[src/pbst_pkg.sv]
// shared constants and types of the packet buffer self-test engine
// Functional notes
// - engine fills all 8 Kbytes, summing each byte
// - finished sum loads both checksum registers
// - bit 0 start/busy, hardware clears when done
// - bit 1 test enable gates any start
// - bits 3-2 pick random, address, pattern fill
// - bit 4 swaps engine and DMA ports
// - bits 7-5 rotate seed, pattern fill only
// - pattern fill: seed first, rotate before each next
// - random fill from seeded LFSR, final state kept
// - zero seed gives all-zero random data
// - address fill writes address low byte
// - full address fill sums to F807h
// - one byte written per clock cycle
// - clearing start or enable cancels test; DMA start has no effect
// - DMA done clears start, sets done flag
package pbst_pkg;
   typedef logic [7:0]  pbst_byte_t;
   typedef logic [12:0] pbst_addr_t;

   // ----------------------------------------------------------------
   // control register fields
   // ----------------------------------------------------------------
   localparam int          CTRL_BUSY_BIT  = 0;
   localparam int          CTRL_TME_BIT   = 1;
   localparam int          CTRL_FILL_LSB  = 2;
   localparam int          CTRL_SWAP_BIT  = 4;
   localparam int          CTRL_SHIFT_LSB = 5;
   localparam pbst_byte_t  CTRL_RESET     = 8'h00;
   localparam pbst_byte_t  SEED_RESET     = 8'h00;
   localparam pbst_byte_t  CKS_RESET      = 8'h00;

   // fill type codes
   localparam logic [1:0]  FILL_RANDOM    = 2'h0;
   localparam logic [1:0]  FILL_ADDRESS   = 2'h1;
   localparam logic [1:0]  FILL_PATTERN   = 2'h2;
   localparam logic [1:0]  FILL_RESERVED  = 2'h3;

   // ----------------------------------------------------------------
   // buffer and generator constants
   // ----------------------------------------------------------------
   localparam pbst_addr_t  BUF_FIRST      = 13'h0000;
   localparam pbst_addr_t  BUF_LAST       = 13'h1FFF;
   localparam pbst_byte_t  LFSR_TAPS      = 8'h1D;   // x^8+x^4+x^3+x^2+1
   localparam logic [15:0] CKS_ADDR_FILL  = 16'hF807;

   typedef enum logic [1:0] {
      PBST_IDLE = 2'b00,
      PBST_FILL = 2'b01,
      PBST_DONE = 2'b10
   } pbst_state_t;
endpackage

[src/pbst_cks_if.sv]
// link between the fill engine and its checksum accumulator
`timescale 1ns/10ps
interface pbst_cks_if;
   logic        clr;
   logic        byte_vld;
   logic [7:0]  byte_data;
   logic [15:0] result;

   modport eng (output clr, output byte_vld, output byte_data, input result);
   modport acc (input clr, input byte_vld, input byte_data, output result);
endinterface

[src/pbst_cksum.sv]
// ones'-complement checksum accumulator for the fill engine
`timescale 1ns/10ps
module pbst_cksum (
   input  wire logic   sys_clk,
   input  wire logic   reset_n,
   pbst_cks_if.acc     cks
);
   import pbst_pkg::*;

   logic [15:0] sum_r;
   logic [7:0]  hi_r;
   logic        odd_r;
   logic [16:0] add_full;

   // even bytes are the high half of each word, odd bytes the low half
   assign add_full = {1'b0, sum_r} + {1'b0, hi_r, cks.byte_data};

   // ----------------------------------------------------------------
   // accumulate with end-around carry
   // ----------------------------------------------------------------
   always_ff @(posedge sys_clk or negedge reset_n) begin
      if (!reset_n) begin
         sum_r <= 16'h0000;
         hi_r  <= 8'h00;
         odd_r <= 1'b0;
      end else if (cks.clr) begin
         sum_r <= 16'h0000;
         hi_r  <= 8'h00;
         odd_r <= 1'b0;
      end else if (cks.byte_vld) begin
         if (odd_r) begin
            sum_r <= add_full[15:0] + {15'h0000, add_full[16]};
         end else begin
            hi_r <= cks.byte_data;
         end
         odd_r <= ~odd_r;
      end
   end

   // complement of the folded sum, as the DMA engine reports it
   assign cks.result = ~sum_r;
endmodule

[src/pbst_top.sv]
// packet buffer self-test engine with port swap and DMA status bits
`timescale 1ns/10ps
module pbst_top (
   input  wire logic              sys_clk,
   input  wire logic              reset_n,
   // host register access
   input  wire logic              ctrl_wr,
   input  wire pbst_pkg::pbst_byte_t ctrl_wdata,
   input  wire logic              seed_wr,
   input  wire pbst_pkg::pbst_byte_t seed_wdata,
   output pbst_pkg::pbst_byte_t   self_test_control,
   output pbst_pkg::pbst_byte_t   self_test_seed,
   output pbst_pkg::pbst_byte_t   self_test_checksum_high,
   output pbst_pkg::pbst_byte_t   self_test_checksum_low,
   // DMA start bit and done flag
   input  wire logic              dma_start_set,
   input  wire logic              dma_start_clr,
   input  wire logic              dma_run_done,
   input  wire logic              dma_flag_clr,
   output logic                   dma_start,
   output logic                   dma_done_flag,
   // DMA engine read request
   input  wire logic              dma_rd,
   input  wire pbst_pkg::pbst_addr_t dma_addr,
   output pbst_pkg::pbst_byte_t   dma_rdata,
   // dual-port buffer, port A and port B
   output pbst_pkg::pbst_addr_t   mem_a_addr,
   output pbst_pkg::pbst_byte_t   mem_a_wdata,
   output logic                   mem_a_we,
   output logic                   mem_a_re,
   input  wire pbst_pkg::pbst_byte_t mem_a_rdata,
   output pbst_pkg::pbst_addr_t   mem_b_addr,
   output pbst_pkg::pbst_byte_t   mem_b_wdata,
   output logic                   mem_b_we,
   output logic                   mem_b_re,
   input  wire pbst_pkg::pbst_byte_t mem_b_rdata
);
   import pbst_pkg::*;

   pbst_state_t  state_r;
   pbst_byte_t   ctrl_r;
   pbst_byte_t   seed_r;
   pbst_byte_t   seed_nxt;
   pbst_byte_t   fill_byte;
   pbst_addr_t   addr_r;
   pbst_byte_t   cks_hi_r;
   pbst_byte_t   cks_lo_r;
   logic         dma_start_r;
   logic         dma_flag_r;
   logic         start_req;
   logic         abort_req;
   logic         filling;
   logic         eng_we_r;
   pbst_addr_t   eng_addr_r;
   pbst_byte_t   eng_data_r;
   logic         port_swap;
   logic [1:0]   fill_type;
   logic [2:0]   shift_amount;

   pbst_cks_if cks_bus ();

   assign fill_type    = ctrl_r[CTRL_FILL_LSB +: 2];
   assign shift_amount = ctrl_r[CTRL_SHIFT_LSB +: 3];
   assign port_swap    = ctrl_r[CTRL_SWAP_BIT];

   // rotate left, top bits wrap into the bottom
   function automatic pbst_byte_t rotl(input pbst_byte_t v, input logic [2:0] n);
      logic [15:0] dbl;
      dbl = {v, v} << n;
      return dbl[15:8];
   endfunction

   // ----------------------------------------------------------------
   // start and cancel decode
   // ----------------------------------------------------------------
   // a start only counts while enabled; a write dropping busy or enable aborts
   assign start_req = ctrl_wr && ctrl_wdata[CTRL_BUSY_BIT] && ctrl_wdata[CTRL_TME_BIT]
                      && (state_r == PBST_IDLE);
   assign abort_req = ctrl_wr && (!ctrl_wdata[CTRL_BUSY_BIT] || !ctrl_wdata[CTRL_TME_BIT]);
   assign filling   = (state_r == PBST_FILL) && !abort_req;

   // ----------------------------------------------------------------
   // fill data generation
   // ----------------------------------------------------------------
   always_comb begin
      fill_byte = seed_r;
      seed_nxt  = seed_r;
      unique case (fill_type)
         FILL_RANDOM: begin
            fill_byte = seed_r;
            // galois step; zero is a fixed point so zero seed stays zero
            seed_nxt  = {seed_r[6:0], 1'b0} ^ (seed_r[7] ? LFSR_TAPS : 8'h00);
         end
         FILL_ADDRESS: begin
            fill_byte = addr_r[7:0];
            seed_nxt  = seed_r;
         end
         FILL_PATTERN: begin
            fill_byte = seed_r;
            seed_nxt  = rotl(seed_r, shift_amount);
         end
         FILL_RESERVED: begin
            // reserved code writes zeros so the checksum stays predictable
            fill_byte = 8'h00;
            seed_nxt  = seed_r;
         end
      endcase
   end

   // ----------------------------------------------------------------
   // sequencer
   // ----------------------------------------------------------------
   always_ff @(posedge sys_clk or negedge reset_n) begin
      if (!reset_n) begin
         state_r <= PBST_IDLE;
         addr_r  <= BUF_FIRST;
      end else begin
         unique case (state_r)
            PBST_IDLE: begin
               addr_r <= BUF_FIRST;
               if (start_req) begin
                  state_r <= PBST_FILL;
               end
            end
            PBST_FILL: begin
               if (abort_req) begin
                  state_r <= PBST_IDLE;
               end else if (addr_r == BUF_LAST) begin
                  state_r <= PBST_DONE;
               end else begin
                  addr_r <= addr_r + 13'h0001;
               end
            end
            PBST_DONE: begin
               state_r <= PBST_IDLE;
            end
            default: begin
               state_r <= PBST_IDLE;
            end
         endcase
      end
   end

   // ----------------------------------------------------------------
   // control register: host writes, hardware clears busy at the end
   // ----------------------------------------------------------------
   always_ff @(posedge sys_clk or negedge reset_n) begin
      if (!reset_n) begin
         ctrl_r <= CTRL_RESET;
      end else if (ctrl_wr) begin
         ctrl_r <= ctrl_wdata;
         // busy only sticks when test mode is also on
         ctrl_r[CTRL_BUSY_BIT] <= start_req || (ctrl_wdata[CTRL_BUSY_BIT] && ctrl_wdata[CTRL_TME_BIT]
                                               && state_r == PBST_FILL);
      end else if (state_r == PBST_DONE) begin
         ctrl_r[CTRL_BUSY_BIT] <= 1'b0;
      end
   end

   // seed register: host value, advanced once per byte while filling
   always_ff @(posedge sys_clk or negedge reset_n) begin
      if (!reset_n) begin
         seed_r <= SEED_RESET;
      end else if (filling) begin
         seed_r <= seed_nxt;
      end else if (seed_wr) begin
         seed_r <= seed_wdata;
      end
   end

   // ----------------------------------------------------------------
   // checksum accumulation and capture
   // ----------------------------------------------------------------
   assign cks_bus.clr       = start_req;
   assign cks_bus.byte_vld  = filling;
   assign cks_bus.byte_data = fill_byte;

   pbst_cksum u_cksum (
      .sys_clk (sys_clk),
      .reset_n (reset_n),
      .cks     (cks_bus)
   );

   // last byte is folded in by the done cycle, so capture then
   always_ff @(posedge sys_clk or negedge reset_n) begin
      if (!reset_n) begin
         cks_hi_r <= CKS_RESET;
         cks_lo_r <= CKS_RESET;
      end else if (state_r == PBST_DONE) begin
         cks_hi_r <= cks_bus.result[15:8];
         cks_lo_r <= cks_bus.result[7:0];
      end
   end

   // ----------------------------------------------------------------
   // DMA start bit and done flag
   // ----------------------------------------------------------------
   always_ff @(posedge sys_clk or negedge reset_n) begin
      if (!reset_n) begin
         dma_start_r <= 1'b0;
      end else if (dma_run_done || dma_start_clr) begin
         dma_start_r <= 1'b0;
      end else if (dma_start_set) begin
         dma_start_r <= 1'b1;
      end
   end

   // set wins over a clear arriving in the same cycle
   always_ff @(posedge sys_clk or negedge reset_n) begin
      if (!reset_n) begin
         dma_flag_r <= 1'b0;
      end else if (dma_run_done) begin
         dma_flag_r <= 1'b1;
      end else if (dma_flag_clr) begin
         dma_flag_r <= 1'b0;
      end
   end

   // ----------------------------------------------------------------
   // engine write beat and port routing
   // ----------------------------------------------------------------
   always_ff @(posedge sys_clk or negedge reset_n) begin
      if (!reset_n) begin
         eng_we_r   <= 1'b0;
         eng_addr_r <= BUF_FIRST;
         eng_data_r <= 8'h00;
      end else begin
         eng_we_r   <= filling;
         eng_addr_r <= addr_r;
         eng_data_r <= fill_byte;
      end
   end

   // swap lets both SRAM ports see writes and reads across two runs
   always_ff @(posedge sys_clk or negedge reset_n) begin
      if (!reset_n) begin
         mem_a_addr  <= BUF_FIRST;
         mem_a_wdata <= 8'h00;
         mem_a_we    <= 1'b0;
         mem_a_re    <= 1'b0;
         mem_b_addr  <= BUF_FIRST;
         mem_b_wdata <= 8'h00;
         mem_b_we    <= 1'b0;
         mem_b_re    <= 1'b0;
      end else begin
         mem_a_addr  <= port_swap ? dma_addr : addr_r;
         mem_a_wdata <= fill_byte;
         mem_a_we    <= !port_swap && filling;
         mem_a_re    <= port_swap && dma_rd;
         mem_b_addr  <= port_swap ? addr_r : dma_addr;
         mem_b_wdata <= fill_byte;
         mem_b_we    <= port_swap && filling;
         mem_b_re    <= !port_swap && dma_rd;
      end
   end

   // read data follows the DMA engine's port
   always_ff @(posedge sys_clk or negedge reset_n) begin
      if (!reset_n) begin
         dma_rdata <= 8'h00;
      end else begin
         dma_rdata <= port_swap ? mem_a_rdata : mem_b_rdata;
      end
   end

   // register read-back
   assign self_test_control       = ctrl_r;
   assign self_test_seed          = seed_r;
   assign self_test_checksum_high = cks_hi_r;
   assign self_test_checksum_low  = cks_lo_r;
   assign dma_start               = dma_start_r;
   assign dma_done_flag           = dma_flag_r;
endmodule
[config.mk]
export PLATFORM = sky130hd
export DESIGN_NAME = pbst_top
export DESIGN_NICKNAME = d
export VERILOG_FILES = /design/src/pbst_pkg.sv /design/src/pbst_cks_if.sv /design/src/pbst_cksum.sv /design/src/pbst_top.sv
export SDC_FILE = /design/constraint.sdc
export NUM_CORES = 1
export LEC_CHECK = 0
export ABC_CLOCK_PERIOD_IN_PS = 4740
export BUFFER_PORTS_ARGS = -buffer_cell sky130_fd_sc_hd__buf_2
export CORE_ASPECT_RATIO = 2
export CORE_MARGIN = 2
export CORE_UTILIZATION = 55
export CTS_BUF_LIST = sky130_fd_sc_hd__clkbuf_8 sky130_fd_sc_hd__clkbuf_16
export DETAILED_ROUTE_END_ITERATION = 16
export PLACE_DENSITY = 0.89
export SETUP_SLACK_MARGIN = 0.4
export SYNTH_ARGS = -nofsm -noshare
export SYNTH_HDL_FRONTEND = slang
export SYNTH_HIERARCHICAL = 1
export SYNTH_SLANG_ARGS = --single-unit
[constraint.sdc]
create_clock -name sys_clk -period 4.74 [get_ports sys_clk]
set_clock_uncertainty 0.05 [all_clocks]
set_input_delay 0.948 -clock sys_clk [delete_from_list [all_inputs] [get_ports sys_clk]]
set_output_delay 0.948 -clock sys_clk [all_outputs]
set_load 0.01 [all_outputs]
==> out/metrics.cfg <==
[critical_path]
rr_endpoint=u_cksum/sum_r[13]$_DFFE_PN0P_
worstSetupPathType=reg2reg
worst_setup_path_start_kind=flop
critPathCaptureType=flop
critPathMaxFanout=3
critPathRequiredTime_ns=5.02
cpPeakStageDelay_ns=0.43
r2r_cells=21
worst_path_most_repeated_cell=o21a_1
reg2reg_slack_ns=0.52
arrival_ns=4.50
crit-reg2reg-launch=self_test_control[3]$_DFFE_PN0P_
slowest_stage=dfrtp_2
path_cells=nor2b_4, nand2_1, o21ai_2, ha_2, inv_1, fa_2, nand2b_4, a211oi_2, o21a_1, or2_4, o21a_1, o21ai_1, nand2b_1, a21o_1, ha_1, nor3b_1, and3_1, nor4bb_1, nand4_1, xnor2_1, o21ai_0

[cells_and_area]
postLayoutCellArea_um2=8230
final_common_cell=buf_2
synthToLayoutAreaGrowth_pct=23.8
final_nets=860
layout_common_cells=140 x buf_2, 117 x dfrtp_1, 66 x nand2_1, 58 x mux2_2, 33 x inv_1
n_antenna_cell=0
drive_gt1_share_pct=38.5

[timing]
hold_viol_final=0
finalSetupViolations=0
rsz0062_at_grt=no
fin_crit_sh_pct=89.0
slew_violations=0
slew_headroom_pct=33.1
clock.fmax_mhz=237
setup-tns-final_ns=0
worst_pin_slew_ns=1.00
fin_crit_ns=4.22

[synth]
ys.flop_type=dfrtp_1
synth_cell_types=76
synth_cells=635
syn_area_per_cell_um2=10.5
synth_area_leaders=dfrtp_1 45%, mux2_2 9.8%, nand2_1 3.7%, ha_1 3.6%, mux4_2 3.0%
synth_nets=709
synth-seq-cells=120
yosys_warnings=6
synth_edf_count=0
synth_top_area_cell=dfrtp_1
synth-async-reset-ratio_pct=100
synth_top_area_share_pct=45.2
ys_seq_area_share_pct=45.2
synth_area_um2=6650

[placed_design]
place.gp.congestion=1.08
placed_cell_area_um2=7480
portBuffers=141
hpwl_um=14200

[detailed_routing]
drtAntennaViolNets=0
wl_per_cell_um=21.9
drt_iter0_drc=692
first_pass_iters=6
vias=6010
via_per_inst=6.37
drc_errors=0
routed_wl_um=20700

[clock_tree]
cts.root.buffer_cell=clkbuf_16
clock_latency_ns=0.42
htree_levels=4
clk_path_buf_depth=2
holdBufCountCts=0
clock_sinks=120
cts_tree=built
cts_inserted_buffers=17
path_clk_slew_ns=0.06

[power_and_ir_drop]
ir_worst_vdd_mv=0.309
leakage_uw=0.00406
power_density_nw_per_um2=448

[run_status]
status=finished, final reports clean

[grt]
antenna_found_initial=0
grt_pass1_vias=6068
grt_first_pass_wirelength_um=31300
grt_max_degree=60
grt_usage_pct=32.0
grt_overflow_total=0

[floorplanning]
die-area_um2=13000
initial_core_util_pct=56.5
fp-row-count=56
die_x_um=81.7
boundaryPins=142
core-area_um2=11800
die_y_um=159

[hold_path]
hold_start=dma_done_flag$_DFFE_PN0P_
hold_class=reg2reg
hold_depth=1
whs_endpoint=dma_done_flag$_DFFE_PN0P_

[flow_run]
cap_violations=0

==> layout make-up <==
cell class	count	area, um^2
flip-flops and latches	120	3010
inverters	34	128
fillers	825	3550
well taps	145	181
clock inverters	15	190
repair buffers	172	941
multi-input cells	441	3350
clock buffers	17	425
==> worst max-delay path by stage <==
stage,start,endpoint,slack (ns),depth (start not counted)
after global placement,self_test_control[2]$_DFFE_PN0P_,u_cksum/sum_r[15]$_DFFE_PN0P_,0.29,23
after global routing,self_test_control[3]$_DFFE_PN0P_,u_cksum/sum_r[15]$_DFFE_PN0P_,0.36,23
after detailed placement,self_test_control[2]$_DFFE_PN0P_,u_cksum/sum_r[15]$_DFFE_PN0P_,0.11,23
after floorplan,self_test_control[2]$_DFFE_PN0P_,u_cksum/sum_r[15]$_DFFE_PN0P_,0.42,24
after CTS,self_test_seed[5]$_DFFE_PN0P_,u_cksum/sum_r[10]$_DFFE_PN0P_,0.41,21
final,self_test_control[3]$_DFFE_PN0P_,u_cksum/sum_r[13]$_DFFE_PN0P_,0.52,21
==> sequential cells by signal (all words and copies together) (netlist names), 2 cells and up <==
signal	flops
u_cksum/sum_r	16
addr_r	13
mem_a_addr	13
mem_b_addr	13
dma_rdata	8
mem_b_wdata	8
self_test_checksum_high	8
self_test_checksum_low	8
self_test_control	8
self_test_seed	8
u_cksum/hi_r	8
state_r	2
==> critical path, delay by kind of cell (launching register included) <==
family / cells / cell delay [ns]
adders and majority gates: 3 / 0.76
buffers and inverters: 1 / 0.06
AOI/OAI and AO/OA: 7 / 0.94
xor gates and xnor gates: 1 / 0.17
DFF: 1 / 0.43
and+or+nand+nor: 9 / 1.73
==> per-stage QoR <==
step	power (uW)	instances	setup WS [ns]	hold WS [ns]	utilization, %
finish	3690	944	0.521	0.426	69.9
global placement	2210	904	0.286	0.407	63.6
global route	3830	944	0.363	0.454	69.9
detailed placement	2230	904	0.114	0.413	63.6
CTS	3620	942	0.409	0.426	69.4
floorplan	1920	635	0.416	0.425	-
==> cell usage after synthesis (all sizes together) (10+ instances only) <==
master,count
o21ai,33
xnor2,17
dfrtp,120
buf,21
nand2,66
nand3,15
ha,19
nor2,30
mux2,58
a21oi,26
nand4,10
clkbuf,19
inv,34
nor3,15
mux2i,12
==> layer usage <==
| metal | up-vias | GRT usage (%) | part of all wire, % |
|---|---|---|---|
| met5 | - | 0 | 0 |
| met4 | 0 | 23.2 | 9.3 |
| met3 | 151 | 6.69 | 7.1 |
| met2 | 406 | 57.0 | 54 |
| met1 | 2875 | 30.7 | 30 |
| li1 | 2578 | - | - |
==> report_power, final <==
group | internal [uW] | switching, uW
Combinational | 441 | 627
Clock | 839 | 516
Sequential | 1140 | 127
Total | 2420 | 1270
==> cells by family after synthesis <==
kind of cell    Yosys count  synth area share, %
xor+xnor                 25                 3.29
fa+ha+maj                20                 3.88
flops                   120                 45.2
mux                      79                 14.7
buf+inv                  74                 5.35
simple gates            192                 14.9
compound gates          125                 12.7
==> what timing repair did <==
action | 4_1_cts | 5_1_grt
pin swaps | 3 | 5
buffers inserted | 6 | 2
resized for setup | 9 | 13
cloned | 0 | 0
endpoints found under the setup margin | 8 | 10
Power figures use the tool's default switching activity.
